$ cat config.mk
export PLATFORM = sky130hd
export DESIGN_NAME = rcb_regs
export DESIGN_NICKNAME = d
export VERILOG_FILES = /design/src/rtl/rcb_pkg.sv /design/src/rtl/rcb_sync_if.sv /design/src/rtl/rcb_sync.sv /design/src/rtl/rcb_regs.sv
export VERILOG_INCLUDE_DIRS = /design/src /design/src/rtl
export SDC_FILE = /design/constraint.sdc
export NUM_CORES = 1
export LEC_CHECK = 0
export ABC_AREA = 1
export ABC_CLOCK_PERIOD_IN_PS = 1400
export BUFFER_PORTS_ARGS = -buffer_cell sky130_fd_sc_hd__buf_2
export CORE_UTILIZATION = 50
export CTS_CLUSTER_SIZE = 12
export DETAILED_ROUTE_END_ITERATION = 6
export PLACE_DENSITY = 0.8
export SLEW_MARGIN = 20
export SYNTH_ARGS = -nofsm -noshare
export SYNTH_HDL_FRONTEND = slang
export SYNTH_SLANG_ARGS = --single-unit
$ cat constraint.sdc
create_clock -name clk_i -period 1.4 [get_ports clk_i]
set_clock_uncertainty 0.1 [all_clocks]
set_input_delay 0.14 -clock clk_i [delete_from_list [all_inputs] [get_ports clk_i]]
set_output_delay 0.14 -clock clk_i [all_outputs]
set_load 0.02 [all_outputs]
$ cat src/rtl/rcb_map.svh
`ifndef RCB_MAP_SVH
`define RCB_MAP_SVH

// ----------------------------------------------------------------------------
// Register indices (byte address is four times the index)
// ----------------------------------------------------------------------------
`define RCB_IDX_BROWNOUT_CONTROL  11'h049
`define RCB_IDX_FLAGS_A           11'h4f0
`define RCB_IDX_FLAGS_B           11'h4f1

// ----------------------------------------------------------------------------
// Field positions
// ----------------------------------------------------------------------------
`define RCB_BIT_SW_BROWNOUT_ENABLE  7
`define RCB_BIT_BROWNOUT_READY      0
`define RCB_BIT_STACK_OVERFLOW      7
`define RCB_BIT_STACK_UNDERFLOW     6
`define RCB_BIT_WINDOW_VIOLATION    5
`define RCB_BIT_WATCHDOG_TIMEOUT    4
`define RCB_BIT_EXT_RESET_PIN       3
`define RCB_BIT_RESET_INSTR         2
`define RCB_BIT_POWERON             1
`define RCB_BIT_BROWNOUT            0
`define RCB_BIT_IO2_SUPPLY_POWERON  3
`define RCB_BIT_CORE_REG_FAULT      2
`define RCB_BIT_MEMORY_VIOLATION    1
`define RCB_BIT_CONFIG_LATCH        0

// ----------------------------------------------------------------------------
// Reset values after power-on or brown-out
// ----------------------------------------------------------------------------
`define RCB_RST_SW_BROWNOUT_ENABLE  1'b1
`define RCB_RST_FLAGS_A             8'h3d
`define RCB_RST_FLAGS_B             4'h4

// ----------------------------------------------------------------------------
// Event vector positions
// ----------------------------------------------------------------------------
`define RCB_EV_STACK_OVERFLOW    0
`define RCB_EV_STACK_UNDERFLOW   1
`define RCB_EV_WINDOW_VIOLATION  2
`define RCB_EV_WATCHDOG_TIMEOUT  3
`define RCB_EV_EXT_RESET_PIN     4
`define RCB_EV_RESET_INSTR       5
`define RCB_EV_IO2_POWERON       6
`define RCB_EV_CORE_REG_FAULT    7
`define RCB_EV_MEMORY_VIOLATION  8
`define RCB_EV_CONFIG_LATCH      9
`define RCB_EV_BROWNOUT_READY    10
`define RCB_EV_BROWNOUT_CAUSE    11
`define RCB_EV_COUNT             12

`endif

$ cat src/rtl/rcb_pkg.sv
package rcb_pkg;
  typedef logic [7:0] rcb_byte_t;

  typedef enum logic [1:0] {
    RCB_BO_OFF  = 2'b00,
    RCB_BO_SW   = 2'b01,
    RCB_BO_AWK  = 2'b10,
    RCB_BO_ON   = 2'b11
  } rcb_bo_mode_t;
endpackage

$ cat src/rtl/rcb_sync_if.sv
`timescale 1ns/1ns
`default_nettype none

interface rcb_sync_if #(
  parameter int W = 12
);
  logic [W-1:0] raw;
  logic [W-1:0] synced;

  modport src (output raw, input synced);
  modport dst (input raw, output synced);
endinterface

`default_nettype wire

$ cat src/rtl/rcb_sync.sv
`timescale 1ns/1ns
`default_nettype none

module rcb_sync #(
  parameter int W = 12
) (
  input  wire logic clk_i,
  input  wire logic arst_n_i,
  input  wire logic ce_i,
  rcb_sync_if.dst   sif
);

  // ----------------------------------------------------------------------------
  // Two-stage synchroniser per bit
  // ----------------------------------------------------------------------------
  for (genvar g = 0; g < W; g++) begin : g_bit
    logic meta_ff;
    logic sync_ff;

    always_ff @(posedge clk_i or negedge arst_n_i) begin
      if (!arst_n_i) begin
        meta_ff <= 1'b0;
        sync_ff <= 1'b0;
      end else if (ce_i) begin
        meta_ff <= sif.raw[g];
        sync_ff <= meta_ff;
      end
    end

    assign sif.synced[g] = sync_ff;
  end

endmodule // rcb_sync

`default_nettype wire

$ cat src/rtl/rcb_regs.sv
// Notes on behaviour
// - Software enable steers detector only in mode 01
// - Software enable bit 7, set by reset
// - Ready bit shows armed detector only
// - Stack overflow sets bit 7
// - Stack underflow sets bit 6, firmware clears
// - Window violation clears bit 5
// - Watchdog timeout clears bit 4
// - External pin reset clears bit 3
// - Reset instruction clears bit 2
// - Power-on clears bit 1
// - Brown-out clears bit 0
// - Second supply power-on clears bit 3
// - Regulator fault clears bit 2
// - Memory violation clears bit 1
// - Config latch flag is active high
// - Registers decode at 0x49, 0x4f0, 0x4f1
// - Event touches only its own flag, except brown-out strap, which also sets bit 1
// - Firmware writes never start a reset
// - Stack flags need stack reset enable
`timescale 1ns/1ns
`default_nettype none
`include "rcb_map.svh"

module rcb_regs
  import rcb_pkg::*;
#(
  parameter int ADR_W = 16
) (
  input  wire logic             clk_i,
  input  wire logic             arst_n_i,
  input  wire logic             ce_i,
  // Wishbone classic slave
  input  wire logic             wb_cyc_i,
  input  wire logic             wb_stb_i,
  input  wire logic             wb_we_i,
  input  wire logic [ADR_W-1:0] wb_adr_i,
  input  wire logic [3:0]       wb_sel_i,
  input  wire logic [31:0]      wb_dat_i,
  output logic      [31:0]      wb_dat_o,
  output logic                  wb_ack_o,
  // Configuration, same clock
  input  wire logic [1:0]       brownout_cfg_mode_i,
  input  wire logic             stack_reset_enable_i,
  // Reset-cause levels from the reset generators, asynchronous
  input  wire logic             stack_overflow_evt_i,
  input  wire logic             stack_underflow_evt_i,
  input  wire logic             window_violation_evt_i,
  input  wire logic             watchdog_timeout_evt_i,
  input  wire logic             ext_reset_pin_evt_i,
  input  wire logic             reset_instr_evt_i,
  input  wire logic             io2_poweron_evt_i,
  input  wire logic             core_reg_fault_evt_i,
  input  wire logic             memory_violation_evt_i,
  input  wire logic             config_latch_evt_i,
  input  wire logic             brownout_ready_i,
  input  wire logic             brownout_cause_i,
  // Detector control
  output logic                  brownout_detector_en_o
);

  // ----------------------------------------------------------------------------
  // Synchronisers
  // ----------------------------------------------------------------------------
  rcb_sync_if #(.W(`RCB_EV_COUNT)) sif ();

  assign sif.raw = {brownout_cause_i, brownout_ready_i, config_latch_evt_i,
                    memory_violation_evt_i, core_reg_fault_evt_i, io2_poweron_evt_i,
                    reset_instr_evt_i, ext_reset_pin_evt_i, watchdog_timeout_evt_i,
                    window_violation_evt_i, stack_underflow_evt_i, stack_overflow_evt_i};

  rcb_sync #(.W(`RCB_EV_COUNT)) u_sync (
    .clk_i    (clk_i),
    .arst_n_i (arst_n_i),
    .ce_i     (ce_i),
    .sif      (sif)
  );

  // ----------------------------------------------------------------------------
  // Event edges
  // ----------------------------------------------------------------------------
  logic [`RCB_EV_COUNT-1:0] sync_d_ff;
  logic [`RCB_EV_COUNT-1:0] ev;
  logic [2:0]               first_ff;

  always_ff @(posedge clk_i or negedge arst_n_i) begin
    if (!arst_n_i) begin
      sync_d_ff <= '0;
    end else if (ce_i) begin
      sync_d_ff <= sif.synced;
    end
  end

  // Cause caught on its rising edge, even with the core still in reset
  assign ev = sif.synced & ~sync_d_ff;

  // Strap window spans the synchroniser refill after own reset release
  always_ff @(posedge clk_i or negedge arst_n_i) begin
    if (!arst_n_i) begin
      first_ff <= 3'b111;
    end else if (ce_i) begin
      first_ff <= {1'b0, first_ff[2:1]};
    end
  end

  // ----------------------------------------------------------------------------
  // Bus decode
  // ----------------------------------------------------------------------------
  logic [ADR_W-3:0] idx;
  logic             req;
  logic             wr_go;
  logic             sel_bo;
  logic             sel_a;
  logic             sel_b;

  assign idx    = wb_adr_i[ADR_W-1:2];
  assign req    = wb_cyc_i & wb_stb_i;
  // Write lands on the edge that the master sees ack
  assign wr_go  = req & wb_ack_o & wb_we_i & wb_sel_i[0];
  assign sel_bo = (idx == (ADR_W-2)'(`RCB_IDX_BROWNOUT_CONTROL));
  assign sel_a  = (idx == (ADR_W-2)'(`RCB_IDX_FLAGS_A));
  assign sel_b  = (idx == (ADR_W-2)'(`RCB_IDX_FLAGS_B));

  // ----------------------------------------------------------------------------
  // Brown-out control
  // ----------------------------------------------------------------------------
  logic         sw_brownout_enable_ff;
  logic         detector_en;
  logic         brownout_circuit_ready;
  rcb_bo_mode_t mode;

  assign mode = rcb_bo_mode_t'(brownout_cfg_mode_i);

  always_ff @(posedge clk_i or negedge arst_n_i) begin
    if (!arst_n_i) begin
      sw_brownout_enable_ff <= `RCB_RST_SW_BROWNOUT_ENABLE;
    end else if (ce_i && wr_go && sel_bo) begin
      sw_brownout_enable_ff <= wb_dat_i[`RCB_BIT_SW_BROWNOUT_ENABLE];
    end
  end

  always_comb begin
    unique case (mode)
      RCB_BO_OFF: detector_en = 1'b0;
      RCB_BO_SW:  detector_en = sw_brownout_enable_ff;
      RCB_BO_AWK: detector_en = 1'b1;
      RCB_BO_ON:  detector_en = 1'b1;
    endcase
  end

  always_ff @(posedge clk_i or negedge arst_n_i) begin
    if (!arst_n_i) begin
      brownout_detector_en_o <= 1'b0;
    end else if (ce_i) begin
      brownout_detector_en_o <= detector_en;
    end
  end

  assign brownout_circuit_ready = brownout_detector_en_o
                                  & sif.synced[`RCB_EV_BROWNOUT_READY];

  // ----------------------------------------------------------------------------
  // Reset-cause flags
  // ----------------------------------------------------------------------------
  rcb_byte_t  flags_a_ff;
  logic [3:0] flags_b_ff;
  rcb_byte_t  nxt_flags_a;
  logic [3:0] nxt_flags_b;

  always_comb begin
    nxt_flags_a = flags_a_ff;
    nxt_flags_b = flags_b_ff;
    // Plain store, nothing else is triggered by a write
    if (wr_go && sel_a) begin
      nxt_flags_a = wb_dat_i[7:0];
    end
    if (wr_go && sel_b) begin
      nxt_flags_b = wb_dat_i[3:0];
    end
    // Hardware events after the write, so a coincident event wins
    if (stack_reset_enable_i) begin
      if (ev[`RCB_EV_STACK_OVERFLOW]) begin
        nxt_flags_a[`RCB_BIT_STACK_OVERFLOW] = 1'b1;
      end
      if (ev[`RCB_EV_STACK_UNDERFLOW]) begin
        nxt_flags_a[`RCB_BIT_STACK_UNDERFLOW] = 1'b1;
      end
    end
    if (ev[`RCB_EV_WINDOW_VIOLATION]) begin
      nxt_flags_a[`RCB_BIT_WINDOW_VIOLATION] = 1'b0;
    end
    if (ev[`RCB_EV_WATCHDOG_TIMEOUT]) begin
      nxt_flags_a[`RCB_BIT_WATCHDOG_TIMEOUT] = 1'b0;
    end
    if (ev[`RCB_EV_EXT_RESET_PIN]) begin
      nxt_flags_a[`RCB_BIT_EXT_RESET_PIN] = 1'b0;
    end
    if (ev[`RCB_EV_RESET_INSTR]) begin
      nxt_flags_a[`RCB_BIT_RESET_INSTR] = 1'b0;
    end
    // Brown-out strap read once after own reset release
    if (first_ff[0] && sif.synced[`RCB_EV_BROWNOUT_CAUSE]) begin
      nxt_flags_a[`RCB_BIT_BROWNOUT] = 1'b0;
      nxt_flags_a[`RCB_BIT_POWERON]  = 1'b1;
    end
    if (ev[`RCB_EV_IO2_POWERON]) begin
      nxt_flags_b[`RCB_BIT_IO2_SUPPLY_POWERON] = 1'b0;
    end
    if (ev[`RCB_EV_CORE_REG_FAULT]) begin
      nxt_flags_b[`RCB_BIT_CORE_REG_FAULT] = 1'b0;
    end
    if (ev[`RCB_EV_MEMORY_VIOLATION]) begin
      nxt_flags_b[`RCB_BIT_MEMORY_VIOLATION] = 1'b0;
    end
    if (ev[`RCB_EV_CONFIG_LATCH]) begin
      nxt_flags_b[`RCB_BIT_CONFIG_LATCH] = 1'b1;
    end
  end

  // Reset values: power-on leaves bit 1 low, bit 0 chosen high
  always_ff @(posedge clk_i or negedge arst_n_i) begin
    if (!arst_n_i) begin
      flags_a_ff <= `RCB_RST_FLAGS_A;
    end else if (ce_i) begin
      flags_a_ff <= nxt_flags_a;
    end
  end

  always_ff @(posedge clk_i or negedge arst_n_i) begin
    if (!arst_n_i) begin
      flags_b_ff <= `RCB_RST_FLAGS_B;
    end else if (ce_i) begin
      flags_b_ff <= nxt_flags_b;
    end
  end

  // ----------------------------------------------------------------------------
  // Bus answer
  // ----------------------------------------------------------------------------
  rcb_byte_t rd_byte;

  always_comb begin
    rd_byte = '0;
    if (sel_bo) begin
      rd_byte[`RCB_BIT_SW_BROWNOUT_ENABLE] = sw_brownout_enable_ff;
      rd_byte[`RCB_BIT_BROWNOUT_READY]     = brownout_circuit_ready;
    end else if (sel_a) begin
      rd_byte = flags_a_ff;
    end else if (sel_b) begin
      rd_byte = {4'h0, flags_b_ff};
    end
  end

  // Ack one cycle after the request, dropped in the next
  always_ff @(posedge clk_i or negedge arst_n_i) begin
    if (!arst_n_i) begin
      wb_ack_o <= 1'b0;
    end else if (ce_i) begin
      wb_ack_o <= req & ~wb_ack_o;
    end
  end

  always_ff @(posedge clk_i or negedge arst_n_i) begin
    if (!arst_n_i) begin
      wb_dat_o <= '0;
    end else if (ce_i) begin
      wb_dat_o <= (req && !wb_ack_o && !wb_we_i) ? {24'h000000, rd_byte} : 32'h00000000;
    end
  end

endmodule // rcb_regs

`default_nettype wire

Word level (Yosys, flattened, before mapping)
Index checks and enable logic that the tools add are counted.

Register bits: 84. Input bits: 73. Output and inout bits: 34. Word-level logic and storage cells: 105.

Equal/unequal tests: 6. Mux-type cells: 21. Bitwise logic cells: 9. Reductions and logical operators: 29.

Operator list (number): equality test 14 x 11 -> 1 bit (second input constant) (2); two-way mux 8 bit (3); AND reduction 2 bit (9); nonzero test 2 bit (9); equality test 14 x 7 -> 1 bit (second input constant) (1); two-way mux 1 bit (12); AND 10 bit (1); NOT 10 bit (1); two-way mux 4 bit (2); logical AND 1 bit (7); AND 1 bit (6); two-way mux 6 bit (1); equality test 2 bit (second input constant) (2); two-way mux 2 bit (2); case mux 1 bit (3 select lines) (1); equality test 2 x 1 -> 1 bit (second input constant) (1); logical NOT 1 bit (2); logical NOT 2 bit (1); OR reduction 2 bit (1); NOT 1 bit (1).

Logic depth before layout (Yosys ltp)
Gate-level depths: netlist of the first run.

Depth in word-level cells: 8. Mapped depth: 9. Mapped depth without buffers: 9.

Hierarchy
Synthesis of the first run repeated with hierarchy kept, for this count alone.

Cells, all modules: 388. Area total of the unflattened synthesis: 3100.5 um^2.

Modules (own cells, without submodules): rcb_regs (instances 1, cells each 274, area an instance 2030.7 um^2, sequential area each 913.4 um^2); rcb_sync (instances 1, cells each 114, area an instance 1069.8 um^2, sequential area each 600.6 um^2).

Least setup slack after synthesis of the first run
No wires, ideal clock.

Kind: register -> register. From: register wb_ack_o. To: register flags_b_ff[1]. Library setup time: 117 ps. Arrival time: 1120 ps. Required time: 1183 ps. Path slack: 63 ps. Stages on the path, launching flop included: 6. Buffers on the path: 0. Period minus slack after synthesis: 1337 ps. Cell sequence: dfrtp_1 -> nand3_2 -> nor3_4 -> nand3_2 -> o21ai_1 -> nor2_1.

Word-level cells in the longest chain between the ends: 6.

RTL lines: start, declared (line rcb_regs.sv:41) `output logic wb_ack_o,`; start signal, assigned (line rcb_regs.sv:259) `wb_ack_o <= req & ~wb_ack_o;`; AND 1 bit (3 in a row) (line rcb_regs.sv:119) `assign wr_go = req & wb_ack_o & wb_we_i & wb_sel_i[0];`; logical AND 1 bit (line rcb_regs.sv:177) `if (wr_go && sel_b) begin`; nonzero test 2 bit (no line); AND reduction 2 bit (no line); end signal, assigned (line rcb_regs.sv:231) `` flags_b_ff <= `RCB_RST_FLAGS_B; ``; end signal, assigned (line rcb_regs.sv:233) `flags_b_ff <= nxt_flags_b;`; end, declared (line rcb_regs.sv:166) `logic [3:0] flags_b_ff;`.

Every way passes these cells. A chain may end at the register's enable or synchronous reset.

Final worst setup path of the first run
From: register wb_ack_o. To: register flags_a_ff[7].

Word-level cells in the longest chain between the ends: 7.

RTL lines: AND 1 bit (*) (3 in a row) (line rcb_regs.sv:119); logical AND 1 bit (*) (line rcb_regs.sv:174) `if (wr_go && sel_a) begin`; two-way mux 8 bit (*) (line rcb_regs.sv:174); two-way mux 1 bit (line rcb_regs.sv:182) `` if (ev[`RCB_EV_STACK_OVERFLOW]) begin ``; two-way mux 2 bit (*) (line rcb_regs.sv:181) `if (stack_reset_enable_i) begin`; end signal, assigned (line rcb_regs.sv:223) `` flags_a_ff <= `RCB_RST_FLAGS_A; ``; end signal, assigned (line rcb_regs.sv:225) `flags_a_ff <= nxt_flags_a;`; end, declared (line rcb_regs.sv:165) `rcb_byte_t flags_a_ff;`.

Every way passes the cells marked *; elsewhere a longest branch is shown, timed or not. The select of a mux whose other input is x is not followed.

==> flow_summary.ini, run 1 <==
[run_status]
status = completed

[final_layout]
multi_input_area_um2 = 1190
nNetsFinal = 520
nFillCells = 470
antenna_cells = 0
syn_to_final_growth_pct = 25.1
seq_area_um2 = 1510
fin_area_um2 = 3720
drive_above_1_share = 0.257

[clock_network]
clkLatencyLatePin_ps = 340
clk_path_buf_depth = 2
cts_buffers = 9
clk_pin_slew_ps = 70
cts_sinks = 60
cts_root_buf = clkbuf_8
cts_tree = built
htreeDepth = 3

[critical_path]
critPathArrivalTime_ps = 1480
worstSetupStartpointType = flop
worst_path_max_delay_cell = dfrtp_1
cpLargestDelayFamily = simple AND/OR/NAND/NOR gates
crit_required_ps = 1520
critPathKind = reg -> reg
crit_fanout = 8
critical_path.max_stage_delay_ps = 390
cp_num_buf_inv = 0
cp_cell_sequence = nand3_2 -> nor3_4 -> nand3_4 -> nand2_1 -> nand3_1
end_kind = flop

[sta]
drv_slew = 0
fin_crit_ps = 1360
hold_ws_ps = 6.69
post-route-period-util = 0.970
rsz0062_at_grt = true
finalSetupViolations = 0
fmax_mhz = 736
fin_tns_setup_ps = 0
hold_viol = 0

[global_routing]
grt_use_total = 0.216
grt_pass1_vias = 2427
grt_overflow = 0
grt_pass1_wl_um = 10300
grt_max_degree = 42
antenna_found_initial = 0

[yosys]
yosys_warnings = 0
ys_types = 24
avgSynthCellArea_um2 = 8.16
syn-instance-count = 364
ys_seq_area_frac = 0.509
synth-seq-cells = 60
synthesis.area_um2 = 2970

[die]
die-area_um2 = 6260
die-height_um = 79.1
die_x_um = 79.1
start_util = 0.530
io_pins = 107
core_area_um2 = 5610
num_rows = 27

[drt]
routed_wl_um = 6100
drc = 0
drt-pass1-iter-count = 4
ant_nets = 0
wl_met3_um = 335
vias_per_cell = 4.83
drt-initial-drc-count = 126
wirelength_met1_um = 2680
post_drt_wl_per_cell_um = 11.6
vias = 2532
dr_wl_met2_um = 2930
top_layer = met4

[placed_design]
io_buffers = 53
placed_area_um2 = 3270
gp_congestion = 0.835
hpwl_um = 4190

[power_and_ir_drop]
ir_drop_v = 0.000886
pwr_density_cell_nw_per_um2 = 1050
leakage_nw = 1.88

[hold_path]
hold_class = in -> reg

[run]
cap_violations = 0
flip-flops by register name (all words and copies together) (netlist names), 3 cells and up:
signal	cells
flags_a_ff	8
u_sync.g_bit.meta_ff	12
flags_b_ff	4
wb_dat_o	8
u_sync.g_bit.sync_ff	12
first_ff	3
sync_d_ff	10
worst register-to-register path: stages, from the launching register on:
cell	delay [ps]
dfrtp_1	390
nand3_2	120
nor3_4	270
nand3_4	180
nand2_1	110
nand3_1	80
per-stage QoR:
step | setup slack, ps | cells | util | power, W
CTS | -4.48 | 523 | 0.656 | 0.00392
detailed placement | 20.7 | 485 | 0.583 | 0.00237
global route | -64.8 | 524 | 0.663 | 0.00407
floorplan | 62.6 | 387 | - | 0.00224
global placement | 47.0 | 485 | 0.583 | 0.00235
finish | 41.8 | 524 | 0.663 | 0.00389
worst paths after layout:
kind / to / slack [ps] / from / cells after the start
setup / recovery: flags_a_ff[7] / 40 / wb_ack_o / 5
hold / removal: brownout_detector_en_o / 7 / brownout_cfg_mode_i[0] / 3
setup reg to reg: flags_a_ff[7] / 40 / wb_ack_o / 5
hold reg to reg: first_ff[2] / 370 / first_ff[2] / 2
max in group asynchronous: flags_b_ff[2] / 510 / arst_n_i / 3
min in group asynchronous: flags_b_ff[0] / 140 / arst_n_i / 2
cells in the mapped netlist, drive strengths merged:
cell     n  area share
nand2   97        0.13
dfrtp   50        0.42
o21ai   42       0.071
inv     39       0.049
nand3   39       0.074
nor2    36       0.058
buf     27       0.067
dfstp   10       0.088
clkbuf   9       0.011
nand4    7       0.015
a21oi    2      0.0034
clkinv   2      0.0029
nor3     2      0.0088
conb     1      0.0013
nand3b   1      0.0025
cell families (layout without fill, tap and decap cells):
kind of cell	count (synthesis)	after routing	share of synthesized area
buffers and inverters	77	142	0.131
and+or+nand+nor	182	182	0.284
other	1	24	0.00126
AOI/OAI and AO/OA	44	44	0.0741
DFF	60	60	0.509
area by class of cell:
type	count	share of cell area
clock buffer	14	0.0410
multi-input combinational	250	0.319
clock inverter	2	0.00942
tap	72	0.0242
inverter	41	0.0417
timing repair buffer	85	0.157
sequential	60	0.407
where the power goes:
group	switching, W	internal, W	leakage, nW
registers	0.0000586	0.00186	0.730
logic	0.000300	0.000181	1.05
clock network	0.000620	0.000871	0.0947
placed cells by master (no fill, tap or decap), types with 9 or more instances in the layout:
master          n
nand2_1        91
dlygate4sd3_1  22
o21ai_0        37
dfrtp_1        50
conb_1         24
buf_2          53
clkbuf_8       10
nand3_1        34
inv_1          35
nor2_2          9
dfstp_2        10
nor2_1         24
per-layer routing:
layer	track usage	vias to the layer above
met3	0.0621	17
met2	0.363	89
met4	0.0909	0
met5	0	-
met1	0.259	1153
li1	-	1273
timing repair:
item,CTS,global route
buffers inserted,0,1
pin swaps,0,1
hold endpoints to repair,78,0
endpoints found under the setup margin,2,13
gates resized for setup,0,8
hold buffers,22,0
(Power assumes the default switching activity.)
==> run 2, diff against run 1 <==
--- a/config.mk
+++ b/config.mk
@@ -12,6 +12,7 @@
 export CORE_UTILIZATION = 50
 export CTS_CLUSTER_SIZE = 12
 export DETAILED_ROUTE_END_ITERATION = 6
+export GPL_TIMING_DRIVEN = 0
 export PLACE_DENSITY = 0.8
 export SLEW_MARGIN = 20
 export SYNTH_ARGS = -nofsm -noshare
==> flow_summary.ini, run 2 (same netlist as run 1, synthesis figures left out) <==
[drt]
drt-initial-drc-count = 112
drc = 0
vias_per_cell = 4.84
vias = 2660
ant_nets = 0
routed_wl_um = 6660
drt-pass1-iter-count = 4
post_drt_wl_per_cell_um = 12.1

[sta]
fmax_mhz = 712
hold_viol = 0
finalSetupViolations = 2
fin_crit_ps = 1400
fin_tns_setup_ps = -7.80
rsz0062_at_grt = true
tightest_slew_ps = 739
final.setup.worst_slack_ps = -4.14
relSlewSlack = 0.507
post-route-period-util = 1.00
drv_slew = 0

[final_layout]
nNetsFinal = 546
final_util = 0.681
fin_cells = 550
multi_input_area_um2 = 1170
top_regs = u_sync.g_bit.meta_ff x12, u_sync.g_bit.sync_ff x12, sync_d_ff x10
drive_above_1_share = 0.268
antenna_cells = 0
seq_area_um2 = 1510
final_common_cell = nand2_1
layout_common_cells = nand2_1 (93), buf_2 (53), dfrtp_1 (50)
nFillCells = 474
syn_to_final_growth_pct = 28.4

[critical_path]
critPathArrivalTime_ps = 1540
end_kind = flop
r2r-start = wb_ack_o
worstSetupStartpointType = flop
crit_required_ps = 1540
critPathKind = reg -> reg
startpoint = wb_ack_o
crit_fanout = 6

[hold_path]
min_from = brownout_cfg_mode_i[0]
hold_class = in -> reg

[die]
num_rows = 27
die-height_um = 79.1
die_x_um = 79.1
io_pins = 107
core_area_um2 = 5610
die-area_um2 = 6260
start_util = 0.530

[clock_network]
cts_root_buf = clkbuf_8
htreeDepth = 3
clk_pin_slew_ps = 70
cts_tree = built
cts_setup_buffers = 0
cts_sinks = 60
clkLatencyLatePin_ps = 340
clk_path_buf_depth = 2
cts_buffers = 9

[run_status]
status = finished, violations left
violations = setup timing

[placed_design]
dpl.cell_count = 512
gp_congestion = 0.830
io_buffers = 53
hpwl_um = 4620
place_ws_ps = 36.6

[global_routing]
grt_overflow = 0
grt_pass1_wl_um = 10900
grt_use_total = 0.231
grt_max_degree = 61
grt_pass1_vias = 2464
antenna_found_initial = 0

[power_and_ir_drop]
ir_drop_v = 0.000830
finalPower_w = 0.00378
pwr_density_cell_nw_per_um2 = 992
leakage_nw = 1.97

[run]
cap_violations = 0
run 2: metal layers:
layer / routed length, um / global-route usage / part of all wire
met5: 0 / 0 / 0
met4: 144 / 0.113 / 0.022
met3: 528 / 0.0471 / 0.079
met2: 3160 / 0.377 / 0.47
met1: 2820 / 0.294 / 0.42
run 2: what timing repair did:
action,CTS,global route
hold buffers,22,0
resized for setup,0,3
hold endpoints to repair,75,0
setup endpoints to repair,0,12
run 2: path summary, 6_finish.rpt:
| check | endpoint | slack, ps | cells past startpoint |
|---|---|---|---|
| hold reg to reg | first_ff[2] | 350 | 2 |
| setup reg to reg | flags_b_ff[3] | -4 | 5 |
| max in group asynchronous | flags_a_ff[6] | 410 | 2 |
| min in group asynchronous | u_sync.g_bit[7].meta_ff | 310 | 2 |
| setup / recovery | flags_b_ff[3] | -4 | 5 |
| hold / removal | brownout_detector_en_o | 10 | 3 |
run 2: power by group:
part | internal, W | total, W | switching (W)
sequential | 0.00186 | 0.00192 | 0.0000593
combinational | 0.000214 | 0.000528 | 0.000314
clock | 0.000687 | 0.00134 | 0.000653
run 2: area by class of cell:
class | instances | share of cell area
flip-flops and latches | 60 | 0.397
multi-input cells | 250 | 0.307
repair buffers | 75 | 0.128
plain buffers | 36 | 0.0613
inverters | 41 | 0.0407
clock buffers | 14 | 0.0400
well taps | 72 | 0.0236
clock inverters | 2 | 0.00262
run 2: per-stage QoR:
step	cell area (um2)	hold slack (ps)
6_report	3820	12.9
5_1_grt	3820	22.2
3_5_place_dp	3420	152
2_1_floorplan	3060	-256
3_3_place_gp	3410	247
4_1_cts	3800	5.50
run 2: worst max-delay path, stage by stage, from the launching register on:
cell and delay (ps):
dfrtp_1 410, nand3_2 130, nor3_4 290, nand3_4 170, o21ai_1 150, nor2_1 50
==> run 3, diff against run 2 <==
--- a/config.mk
+++ b/config.mk
@@ -14,6 +14,7 @@
 export DETAILED_ROUTE_END_ITERATION = 6
 export GPL_TIMING_DRIVEN = 0
 export PLACE_DENSITY = 0.8
+export REMOVE_ABC_BUFFERS = 1
 export SLEW_MARGIN = 20
 export SYNTH_ARGS = -nofsm -noshare
 export SYNTH_HDL_FRONTEND = slang
==> flow_summary.ini, run 3 (same netlist as run 1, synthesis figures left out) <==
[critical_path]
cpLargestDelayFamily = simple AND/OR/NAND/NOR gates
cp_cell_sequence = nand3_2 -> nor3_4 -> nand3_2 -> o21ai_1 -> nor2_1
cp_num_buf_inv = 0
crit_required_ps = 1530
worst_path_max_delay_cell = dfrtp_1
end_kind = flop
worstSetupStartpointType = flop
cp_common_cell = nand3_2
critPathArrivalTime_ps = 1550
critPathKind = reg -> reg
crit_fanout = 6
critical_path.max_stage_delay_ps = 410

[drt]
drt-initial-drc-count = 176
vias = 2484
routed_wl_um = 5820
vias_per_cell = 4.80
post_drt_wl_per_cell_um = 11.3
ant_nets = 0
drc = 0
drt-pass1-iter-count = 4

[final_layout]
nNetsFinal = 513
fin_area_um2 = 3620
top_regs = u_sync.g_bit.meta_ff x12, u_sync.g_bit.sync_ff x12, sync_d_ff x10
antenna_cells = 0
fin_cells = 517
nFillCells = 499
layout_common_cells = nand2_1 (92), buf_2 (51), dfrtp_1 (50)
final_common_cell = nand2_1
final_util = 0.645
drive_above_1_share = 0.231
syn_to_final_growth_pct = 21.7

[die]
die_x_um = 79.1
io_pins = 107
num_rows = 27
start_util = 0.530
die-height_um = 79.1
die-area_um2 = 6260
core_area_um2 = 5610

[global_routing]
antenna_found_initial = 0
grt_overflow = 0
grt_pass1_vias = 2371
grt_use_total = 0.210
grt_max_degree = 67
grt_pass1_wl_um = 10000

[sta]
rsz0062_at_grt = true
finalSetupViolations = 2
fmax_mhz = 703
hold_viol = 0
fin_crit_ps = 1420
drv_slew = 0
final.setup.worst_slack_ps = -23.1
relSlewSlack = 0.511
tightest_slew_ps = 734
post-route-period-util = 1.02

[power_and_ir_drop]
ir_drop_v = 0.000615
leakage_nw = 1.83
pwr_density_cell_nw_per_um2 = 1020

[placed_design]
placed_area_um2 = 3180
gp_congestion = 0.770
hpwl_um = 3890
io_buffers = 53
dpl.cell_count = 476

[hold_path]
hold_class = in -> reg

[clock_network]
clk_pin_slew_ps = 60
cts_root_buf = clkbuf_8
cts_buffers = 9
clkLatencyLatePin_ps = 340
clk_path_buf_depth = 2
cts_sinks = 60
htreeDepth = 3
cts_tree = built

[run_status]
violations = setup timing
status = finished, violations left

[run]
cap_violations = 0
run 3: cell types whose count changed in the layout (fill, tap and decap cells not counted), moves of 2 or more:
cell	change
buf_2	-2
buf_4	-25
clkbuf_1	-9
dlygate4sd3_1	+2
run 3: final timing paths:
check                      depth (start not counted)                       to  slack, ps         from
max                                                5            flags_b_ff[3]        -20     wb_ack_o
max in group asynchronous                          2  u_sync.g_bit[0].meta_ff        400     arst_n_i
min reg2reg                                        2              first_ff[2]        350  first_ff[2]
max reg2reg                                        5            flags_b_ff[3]        -20     wb_ack_o
min                                                3                 wb_ack_o          8     wb_stb_i
min in group asynchronous                          2  u_sync.g_bit[4].meta_ff        320     arst_n_i
run 3: power by group:
group,switching [W],internal (W)
Combinational,0.000291,0.000168
Clock,0.000628,0.000687
Sequential,0.0000557,0.00186
run 3: repair_timing:
item	CTS	global route
gates resized for setup	3	5
endpoints found under the setup margin	35	15
hold endpoints to repair	74	0
hold buffers	24	0
pin swaps	0	0
setup buffers	0	1
run 3: layer usage:
layer	track usage	wire, um	vias up
li1	-	-	1262
met1	0.244	2590	1135
met2	0.349	2830	74
met3	0.0598	266	13
met4	0.111	132	0
met5	0	0	-
run 3: worst register-to-register path: stages (launching register included):
cell and delay (ps):
dfrtp_1 410, nand3_2 130, nor3_4 240, nand3_2 190, o21ai_1 180, nor2_1 60
run 3: final cells by class:
type                       instances  area, um2  share of cell area
clock inverter                     2       10.0             0.00277
clock buffer                      14        153              0.0422
tap                               72       90.1              0.0249
multi-input combinational        250       1170               0.323
inverter                          41        158              0.0436
timing repair buffer              78        526               0.145
sequential                        60       1510               0.419
run 3: through the flow:
step / setup TNS, ps / total power [W] / worst slack (ps) / hold slack (ps)
5_1_grt: -416 / 0.00389 / -75.6 / 42.5
6_report: -28.6 / 0.00369 / -23.1 / 7.89
3_5_place_dp: -26400 / 0.00235 / -1130 / 154
3_3_place_gp: -25120 / 0.00233 / -1060 / 247
2_1_floorplan: 0 / 0.00216 / 62.2 / -256
4_1_cts: -3.13 / 0.00372 / -3.13 / 1.44
